**src/rtl/sidc_map.vh**
```
`ifndef SIDC_MAP_VH
`define SIDC_MAP_VH

// Management register addresses
`define SIDC_ADDR_CTRL1       16'h001B
`define SIDC_ADDR_CTRL2       16'h001C
`define SIDC_ADDR_CTRL3       16'h001D
`define SIDC_ADDR_CUSTOM      16'hBC00

// Reset values
`define SIDC_RST_CTRL1        16'h0001
`define SIDC_RST_CTRL2        16'h210A
`define SIDC_RST_CTRL3        16'h1855
`define SIDC_RST_CUSTOM       6'h00

// Writable bits of the first control register; [9:8] read as zero
`define SIDC_CTRL1_WMASK      16'hFCFF

// First control register fields
`define SIDC_C1_EXT_BIT       10
`define SIDC_C1_HOLD_HI       7
`define SIDC_C1_HOLD_LO       4
`define SIDC_C1_SEL_HI        3
`define SIDC_C1_SEL_LO        2
`define SIDC_C1_DIS_BIT       1
`define SIDC_C1_STR_BIT       0

// Second and third control register fields
`define SIDC_C2_FUNC_HI       3
`define SIDC_C2_FUNC_LO       0
`define SIDC_C3_PAT_HI        7
`define SIDC_C3_PAT_LO        0
`define SIDC_C3_STEP_HI       13
`define SIDC_C3_STEP_LO       8

// Timing, times in microseconds
`define SIDC_CLK_MHZ          10
`define SIDC_STR0_US          32000
`define SIDC_STR1_US          64000
`define SIDC_STR2_US          102000
`define SIDC_CUSTOM_UNIT_US   2000
`define SIDC_STEP_UNIT_US     20833
`define SIDC_STR0_CYC         (`SIDC_STR0_US * `SIDC_CLK_MHZ)
`define SIDC_STR1_CYC         (`SIDC_STR1_US * `SIDC_CLK_MHZ)
`define SIDC_STR2_CYC         (`SIDC_STR2_US * `SIDC_CLK_MHZ)
`define SIDC_CUSTOM_UNIT_CYC  (`SIDC_CUSTOM_UNIT_US * `SIDC_CLK_MHZ)
`define SIDC_STEP_UNIT_CYC    (`SIDC_STEP_UNIT_US * `SIDC_CLK_MHZ)

// Speed codes
`define SIDC_SPD_10           2'b00
`define SIDC_SPD_100          2'b01
`define SIDC_SPD_1000         2'b10

`endif

```
**src/rtl/sidc_indicator.v**
```verilog
// Overview of operation
// - With the extended enable clear, only the basic function set is reachable.
// - Function code is extended enable bit over four low bits of second register.
// - After the last pattern bit, hold it for step time times hold length.
// - Each pattern bit is shown for the programmed step time.
// - Default settings blink half a second on, half a second off.
// - Stretch select 00, 01, 10 give 32, 64 and 102 ms.
// - Stretch select 11 takes the six-bit custom stretch length instead.
// - Output disable bit set turns all indicator outputs off; clear drives them.
// - Stretch enable, reset to one, lengthens tx, rx, collision pulses.
// - With stretch enable clear, events pass at their natural length.
// - Second control register sits at 0x001C and resets to 0x210A.
`timescale 1ns/100ps
`include "sidc_map.vh"

module sidc_indicator #(
  parameter [21:0] STR0_CYC        = `SIDC_STR0_CYC,
  parameter [21:0] STR1_CYC        = `SIDC_STR1_CYC,
  parameter [21:0] STR2_CYC        = `SIDC_STR2_CYC,
  parameter [21:0] CUSTOM_UNIT_CYC = `SIDC_CUSTOM_UNIT_CYC,
  parameter [21:0] STEP_UNIT_CYC   = `SIDC_STEP_UNIT_CYC
) (
  // Clock and reset
  input  wire        clk_sys,
  input  wire        nrst,
  // Management register access
  input  wire [15:0] reg_addr,
  input  wire        reg_wr,
  input  wire [15:0] reg_wdata,
  input  wire        reg_rd,
  output reg  [15:0] reg_rdata_r,
  output reg         reg_rvalid_r,
  // Line state, same clock domain
  input  wire        link_up,
  input  wire        full_duplex,
  input  wire [1:0]  link_speed,
  input  wire        tx_event,
  input  wire        rx_event,
  input  wire        col_event,
  // First indicator pin, high lights the lamp
  output reg         first_indicator_pin_r,
  output reg         first_indicator_oe_r
);

  reg  [15:0] ctrl1_r;
  reg  [15:0] ctrl2_r;
  reg  [15:0] ctrl3_r;
  reg  [5:0]  custom_stretch_length_r;

  wire        first_indicator_extended_set_enable = ctrl1_r[`SIDC_C1_EXT_BIT];
  wire [3:0]  pattern_hold_length = ctrl1_r[`SIDC_C1_HOLD_HI:`SIDC_C1_HOLD_LO];
  wire [1:0]  stretch_length_select = ctrl1_r[`SIDC_C1_SEL_HI:`SIDC_C1_SEL_LO];
  wire        indicator_output_disable = ctrl1_r[`SIDC_C1_DIS_BIT];
  wire        event_stretch_enable = ctrl1_r[`SIDC_C1_STR_BIT];
  wire [3:0]  first_indicator_function_low = ctrl2_r[`SIDC_C2_FUNC_HI:`SIDC_C2_FUNC_LO];
  wire [7:0]  blink_pattern_bits = ctrl3_r[`SIDC_C3_PAT_HI:`SIDC_C3_PAT_LO];
  wire [5:0]  pattern_step_time = ctrl3_r[`SIDC_C3_STEP_HI:`SIDC_C3_STEP_LO];

  // Register writes and registered reads
  always @(posedge clk_sys) begin
    if (!nrst) begin
      ctrl1_r                 <= `SIDC_RST_CTRL1;
      ctrl2_r                 <= `SIDC_RST_CTRL2;
      ctrl3_r                 <= `SIDC_RST_CTRL3;
      custom_stretch_length_r <= `SIDC_RST_CUSTOM;
      reg_rdata_r             <= 16'h0000;
      reg_rvalid_r            <= 1'b0;
    end else begin
      if (reg_wr) begin
        case (reg_addr)
          `SIDC_ADDR_CTRL1:  ctrl1_r <= reg_wdata & `SIDC_CTRL1_WMASK;
          `SIDC_ADDR_CTRL2:  ctrl2_r <= reg_wdata;
          `SIDC_ADDR_CTRL3:  ctrl3_r <= reg_wdata;
          `SIDC_ADDR_CUSTOM: custom_stretch_length_r <= reg_wdata[5:0];
          default: ;
        endcase
      end
      reg_rvalid_r <= reg_rd;
      if (reg_rd) begin
        case (reg_addr)
          `SIDC_ADDR_CTRL1:  reg_rdata_r <= ctrl1_r;
          `SIDC_ADDR_CTRL2:  reg_rdata_r <= ctrl2_r;
          `SIDC_ADDR_CTRL3:  reg_rdata_r <= ctrl3_r;
          `SIDC_ADDR_CUSTOM: reg_rdata_r <= {10'h000, custom_stretch_length_r};
          default:           reg_rdata_r <= 16'h0000;
        endcase
      end
    end
  end

  // Stretch length selection
  reg  [21:0] stretch_len;
  always @*  begin
    case (stretch_length_select)
      2'b00:   stretch_len = STR0_CYC;
      2'b01:   stretch_len = STR1_CYC;
      2'b10:   stretch_len = STR2_CYC;
      default: stretch_len = custom_stretch_length_r * CUSTOM_UNIT_CYC;
    endcase
  end

  // One stretcher per event: tx, rx, collision
  wire [2:0] ev_raw = {col_event, rx_event, tx_event};
  wire [2:0] ev_seen;
  genvar gi;
  generate
    for (gi = 0; gi < 3; gi = gi + 1) begin : g_str
      reg  [21:0] cnt_r;
      always @(posedge clk_sys) begin
        if (!nrst)
          cnt_r <= 22'h00_0000;
        else if (!event_stretch_enable)
          cnt_r <= 22'h00_0000;
        else if (ev_raw[gi])
          cnt_r <= stretch_len;
        else if (cnt_r != 22'h00_0000)
          cnt_r <= cnt_r - 22'h00_0001;
      end
      // Raw event always shows; counter only adds tail when enabled
      assign ev_seen[gi] = ev_raw[gi] | (cnt_r != 22'h00_0000);
    end
  endgenerate

  wire tx_seen  = ev_seen[0];
  wire rx_seen  = ev_seen[1];
  wire col_seen = ev_seen[2];
  wire activity = tx_seen | rx_seen;

  // Pattern engine: unit timer, step counter, bit index, hold phase
  reg  [21:0] unit_cnt_r;
  reg  [5:0]  step_cnt_r;
  reg  [2:0]  bit_idx_r;
  reg         holding_r;
  reg  [3:0]  hold_cnt_r;
  wire        unit_done = (unit_cnt_r == STEP_UNIT_CYC - 22'h00_0001);
  // A zero step time is treated as one unit so the engine never stalls
  wire [5:0]  step_last = (pattern_step_time == 6'h00) ? 6'h00 : pattern_step_time - 6'h01;
  wire        step_done = unit_done && (step_cnt_r >= step_last);

  always @(posedge clk_sys) begin
    if (!nrst) begin
      unit_cnt_r <= 22'h00_0000;
      step_cnt_r <= 6'h00;
      bit_idx_r  <= 3'h0;
      holding_r  <= 1'b0;
      hold_cnt_r <= 4'h0;
    end else begin
      unit_cnt_r <= unit_done ? 22'h00_0000 : unit_cnt_r + 22'h00_0001;
      if (unit_done)
        step_cnt_r <= step_done ? 6'h00 : step_cnt_r + 6'h01;
      if (step_done) begin
        if (holding_r) begin
          // Count up to the length, so a length cut to zero mid-hold ends it at the end of the current step
          if (hold_cnt_r + 4'h1 >= pattern_hold_length) begin
            holding_r  <= 1'b0;
            hold_cnt_r <= 4'h0;
            bit_idx_r  <= 3'h0;
          end else begin
            hold_cnt_r <= hold_cnt_r + 4'h1;
          end
        end else if (bit_idx_r == 3'h7) begin
          if (pattern_hold_length == 4'h0)
            bit_idx_r <= 3'h0;
          else
            holding_r <= 1'b1;
        end else begin
          bit_idx_r <= bit_idx_r + 3'h1;
        end
      end
    end
  end

  // Index stays at 7 while holding, so the last bit is what shows
  wire blink = blink_pattern_bits[bit_idx_r];

  // Function decode
  wire [4:0] func_code = {first_indicator_extended_set_enable,
                          first_indicator_function_low};
  wire       sp10   = link_up && (link_speed == `SIDC_SPD_10);
  wire       sp100  = link_up && (link_speed == `SIDC_SPD_100);
  wire       sp1000 = link_up && (link_speed == `SIDC_SPD_1000);
  reg        lamp;
  always @*  begin
    lamp = 1'b0;
    case (func_code)
      5'b00000: lamp = sp1000;
      5'b00001: lamp = sp100;
      5'b00010: lamp = sp10;
      5'b00011: lamp = sp1000 | (sp100 & blink);
      5'b00100: lamp = link_up;
      5'b00101: lamp = tx_seen;
      5'b00110: lamp = rx_seen;
      5'b00111: lamp = activity;
      5'b01000: lamp = link_up & full_duplex;
      5'b01001: lamp = col_seen;
      5'b01010: lamp = activity ? blink : link_up;
      5'b01011: lamp = rx_seen ? blink : link_up;
      5'b01100: lamp = col_seen ? blink : (link_up & full_duplex);
      5'b10000: lamp = sp100 | sp1000;
      5'b10011: lamp = sp100 & (activity ? blink : 1'b1);
      5'b10100: lamp = sp100 & (activity ? blink : 1'b1);
      5'b10110: lamp = (sp100 | sp1000) & (activity ? blink : 1'b1);
      5'b10111: lamp = sp10 | sp1000;
      5'b11000: lamp = (sp10 | sp1000) & (activity ? blink : 1'b1);
      5'b11001: lamp = activity & blink;
      5'b11010: lamp = tx_seen & blink;
      5'b11011: lamp = sp1000 | (sp10 & blink);
      5'b11111: lamp = sp10 | (sp100 & blink);
      default:  lamp = 1'b0;
    endcase
  end

  always @(posedge clk_sys) begin
    if (!nrst) begin
      first_indicator_pin_r <= 1'b0;
      first_indicator_oe_r  <= 1'b0;
    end else begin
      first_indicator_oe_r  <= ~indicator_output_disable;
      first_indicator_pin_r <= lamp & ~indicator_output_disable;
    end
  end

endmodule

```
**config.mk**
```make
export PLATFORM = sky130hd
export DESIGN_NAME = sidc_indicator
export DESIGN_NICKNAME = d
export VERILOG_FILES = /design/src/rtl/sidc_indicator.v
export VERILOG_INCLUDE_DIRS = /design/src /design/src/rtl
export SDC_FILE = /design/constraint.sdc
export NUM_CORES = 1
export LEC_CHECK = 0
export BUFFER_PORTS_ARGS = -buffer_cell sky130_fd_sc_hd__buf_4
export CAP_MARGIN = 10
export CORE_MARGIN = 1.5
export CORE_UTILIZATION = 56
export CTS_CLUSTER_SIZE = 16
export DETAILED_ROUTE_END_ITERATION = 6
export PLACE_DENSITY = 0.74
export SLEW_MARGIN = 20
export SYNTH_ARGS = -nofsm -noshare
export SYNTH_HDL_FRONTEND = slang
export SYNTH_SLANG_ARGS = --single-unit
```
**constraint.sdc**
```tcl
create_clock -name clk_sys -period 6.4 [get_ports clk_sys]
set_input_delay 0.96 -clock clk_sys [delete_from_list [all_inputs] [get_ports clk_sys]]
set_output_delay 0.96 -clock clk_sys [all_outputs]
set_load 0.005 [all_outputs]
```
After elaboration in Yosys (flattened, before gate mapping)
Cells that the tools add are included.
- add/sub/neg operators: 8
- multiply operators: 1
- magnitude comparators: 3
- eq/ne operators: 34
- muxes and demuxes: 26
- bitwise operators: 20
- reduce and logical (&&, ||, !) cells: 24
- operator list (cell ; number):
    2-to-1 mux 22 bit ; 6
    nonzero test 22 bit ; 3
    subtractor 22 x 1 -> 22 bit, second input constant ; 3
    case mux 16 bit (4 select lines) ; 1
    case mux 21 bit (3 select lines) ; 1
    equality test 5 bit, second input constant ; 10
    equality test 16 x 5 -> 1 bit, second input constant ; 3
    equality test 5 x 4 -> 1 bit, second input constant ; 5
    adder 22 x 1 -> 22 bit, second input constant ; 1
    equality test 22 x 18 -> 1 bit, second input constant ; 1
    case mux 1 bit (22 select lines) ; 1
    equality test 5 x 3 -> 1 bit, second input constant ; 4
    equality test 16 bit, second input constant ; 1
    multiplier 6 x 10 -> 16 bit, second input constant ; 1
    2-to-1 mux 3 bit ; 4
    2-to-1 mux 6 bit ; 2
    AND reduction 2 bit ; 6
    equality test 5 x 2 -> 1 bit, second input constant ; 2
    AND 1 bit ; 9
    2-to-1 mux 1 bit ; 9
    OR 1 bit ; 9
    adder 6 x 1 -> 6 bit, second input constant ; 1
    greater-or-equal comparator 6 bit ; 1
    logical NOT 6 bit ; 1
    21 further kinds ; 31
- register bits after elaboration: 173

Depth between registers and ports, before layout
- depth in word-level cells: 7
- depth in mapped cells: 14
- mapped depth without buffers: 14

Least setup slack after synthesis
No wires, ideal clock.
- path kind: reg-to-reg
- start point: register custom_stretch_length_r[0]
- end point: register g_str[0].cnt_r[19]
- library setup time: 0.086 ns
- arrival: 3.227 ns
- data required time: 6.314 ns
- slack: 3.088 ns
- cell stages (with the launch flop): 14
- path buffers: 0
- cell sequence: dfxtp_1 -> inv_1 -> fa_1 -> fa_1 -> inv_1 -> ha_1 -> inv_1 -> fa_1 -> nor2b_1 -> o21a_1 -> o21ai_0 -> a2111oi_0 -> a2111oi_0 -> a211oi_1
- word-level cells in the longest chain between the ends: 3
- ends and longest elaborated chain (item ; RTL line ; RTL):
    from (decl) ; sidc_indicator.v:48 ; reg [5:0] custom_stretch_length_r;
    from (signal assigned) ; sidc_indicator.v:65 ; custom_stretch_length_r <= `SIDC_RST_CUSTOM;
    from (signal assigned) ; sidc_indicator.v:74 ; `SIDC_ADDR_CUSTOM: custom_stretch_length_r <= reg_wdata[5:0];
    multiplier 6 x 10 -> 16 bit ; sidc_indicator.v:98 ; default: stretch_len = custom_stretch_length_r * CUSTOM_UNIT_CYC;
    case mux 21 bit (3 select lines) ; sidc_indicator.v:94 ; case (stretch_length_select)
    2-to-1 mux 22 bit ; sidc_indicator.v:114 ; else if (ev_raw[gi])
    to (signal assigned) ; sidc_indicator.v:115 ; cnt_r <= stretch_len;
    to (signal assigned) ; sidc_indicator.v:117 ; cnt_r <= cnt_r - 22'h00_0001;
    to (decl) ; sidc_indicator.v:108 ; reg [21:0] cnt_r;
Every way passes these cells.
A chain may end at the register's enable or synchronous reset.

Worst setup path after layout
Ends and elaborated chain as after synthesis.

==> summary.txt <==
status: finished with violations
failing checks: DRC
worst skew pair latency: 450 ps
RSZ-0062 raised after global routing: false
Async SR Flop Fraction: 0
internal power: 1800 µW
clock transition at the registers of the reported paths: 80 ps
Slew Viols, Final: 0
combinational share of power: 0.131
H-tree depth: 4
vias in the first global route: 7962
layout cells sized above 1: 0.114
Ant. Diodes: 0
syn_nets: 1259
Psw: 775 µW
CTS tree: yes
area grow syn2layout: 12.3%
Lkg Pwr: 0.00447 µW
Worst setup SP type: flop
Worst Tran Pin Value: 1090 ps
setup slack at placement: 2670 ps
switching part of the total: 0.301
total grt overflow: 0
Seq/Total Area, Yosys: 0.348
DRT met1 WL: 10700 µm
MaxCap Viol Count: 0
max layer used: met4
Placer Congestion: 0.894
Post-CTS Hold Buffers: 0
PortBufs: 61
Final Routed Wirelength: 24100 µm
CP arrival: 4150 ps
nets: 1294
peak supply drop: 0.225 mV
setup slack after layout: 2590 ps
met3 WL: 1090 µm
antenna violations before repair: 0
Max clock buf depth: 2
hold_ws: 459 ps
largest net degree at the start of global routing: 45
CP required: 6740 ps
Seq cells post-synth: 173
die width: 136 µm
sequential power share: 0.446
initial drt markers: 655
Power Density: 231 mW/mm²
most common cell after layout, fill and taps aside: dfxtp_1
final worst clock skew: 12.2 ps
Mapped Area: 0.00994 mm²
Top FF cell, synth: dfxtp_1
post-route setup TNS: 0 ps
DR vias: 8528
first-pass GRT wire length: 39400 µm
fmax: 263 MHz
root buf cell: clkbuf_16
Yosys cell types: 72
critical path class: flop to flop
core box area: 0.0173 mm²
max_slew headroom: 0.269
syn_area_per_cell: 8.59 µm²
most frequent cells in the layout: dfxtp_1 (173), nor2_1 (144), nand2_1 (79)
die height: 136 µm
All-Layer GR Usage: 0.267
Die Area: 0.0186 mm²
CP Capture Type: flop
via/cell ratio: 5.96
final worst-path cycle share: 0.595
drt pass-1 iters: 7
Hold Crit Depth: 2
wire length per cell: 16.9 µm
Hold Crit Class: flop to flop
Post-synth EDFFs: 0
post-route ant nets: 0
post_cts resized: 0
CTS Sinks: 173
Initial Util: 0.575
final setup violation count: 0
Max FO, Critical Path: 7
Ys Warns: 0
DRC viols: 4
FF-to-FF path depth: 13
clock power share: 0.423
fin crit period: 3810 ps
met2 WL: 11700 µm
buffers inserted by post-CTS timing repair: 0
Post-Synthesis Cells: 1157
total CTS buffers: 17
Hold Violations, Final: 0
Placed Instance Area: 0.0105 mm²
Site Rows: 48
I/O pin total: 62
design area: 0.0112 mm²
Post-DP HPWL: 16900 µm
## registers in the layout (all words and copies together), names as in the netlist, 3 cells and up
register and count:
hold_cnt_r 4, reg_rdata_r 16, custom_stretch_length_r 6, g_str.cnt_r 66, unit_cnt_r 22, ctrl1_r 14
bit_idx_r 3, step_cnt_r 6, ctrl2_r 16, ctrl3_r 16
## cells by family after synthesis
family          share of synthesized area
compound gates                      0.134
xor+xnor                           0.0784
fa+ha+maj                          0.0796
buf+inv                            0.0412
flops                               0.348
mux                                0.0674
simple gates                        0.251
## power groups by stage
| stage | sequential, µW | combinational (µW) | clock (µW) |
|---|---|---|---|
| floorplan | 1160 | 257 | 0 |
| global placement | 1170 | 332 | 0 |
| detailed placement | 1170 | 334 | 0 |
| CTS | 1150 | 337 | 1100 |
| global route | 1150 | 375 | 1140 |
| finish | 1150 | 338 | 1090 |
## critical path, cell delays in order, from the launching register on
cell	delay (ps)
dfxtp_1	510
inv_1	110
fa_1	520
fa_1	490
inv_1	70
ha_1	160
inv_1	60
fa_1	390
nor2b_1	160
o21a_1	170
o21ai_0	130
a2111oi_0	510
a2111oi_0	150
a211oi_1	260
## final timing paths
path                              start            endpoint  slack (ps)
max          custom_stretch_length_r[0]  g_str[0].cnt_r[19]        2590
min                     reg_rdata_r[14]     reg_rdata_r[14]         460
max reg2reg  custom_stretch_length_r[0]  g_str[0].cnt_r[19]        2590
min reg2reg             reg_rdata_r[14]     reg_rdata_r[14]         460
## synthesized netlist by cell type (6+ instances only)
master       n  area [µm²]
nor2b_1     12        75.1
a21o_1       8        60.1
ha_1        52         651
nor4_1      28         175
nand2b_1    15        93.8
o211ai_1    11        82.6
fa_1         7         140
inv_1       50         188
and2_1      15        93.8
and3_1       9        56.3
o31ai_1      6        45.0
a2111oi_0    7        61.3
dfxtp_1    173        3460
a211oi_1    29         218
xor2_1      37         324
a21oi_1     34         170
nand4b_1     7        61.3
nor3_1      35         175
nor3b_1      7        52.6
or2_2        6        37.5
clkbuf_1    41         154
nor2_1     144         541
a22oi_1     22         165
a222oi_1     6        60.1
buf_2        9        45.0
mux2_2      19         214
or4_1       13        97.6
nand3_1     56         280
o21ai_0     18        90.1
o22ai_1     11        68.8
xnor2_1     52         455
mux2i_1     41         410
nand4_1     20         125
nand2_1     79         297
## layout make-up
cell class                 count  area, µm²
clock buffer                  17        425
clock inverter                15        201
sequential                   173       3460
tap                          225        282
inverter                      52        195
timing repair buffer          68        510
multi-input combinational    880       6080
fill                        1491       6140
## metal layers
metal  vias up  GRT usage
met5         -          0
met4         0     0.0981
met3        41     0.0440
met2       211      0.454
met1      4017      0.338
li1       4259          -
## metrics by stage
stage / util / std cells / total power [µW]
after floorplan: - / 1157 / 1420
after global placement: 0.609 / 1398 / 1500
after detailed placement: 0.609 / 1398 / 1510
after CTS: 0.645 / 1430 / 2590
after global routing: 0.645 / 1430 / 2670
final: 0.645 / 1430 / 2580
Note: power is estimated with default switching activity, not from simulation.
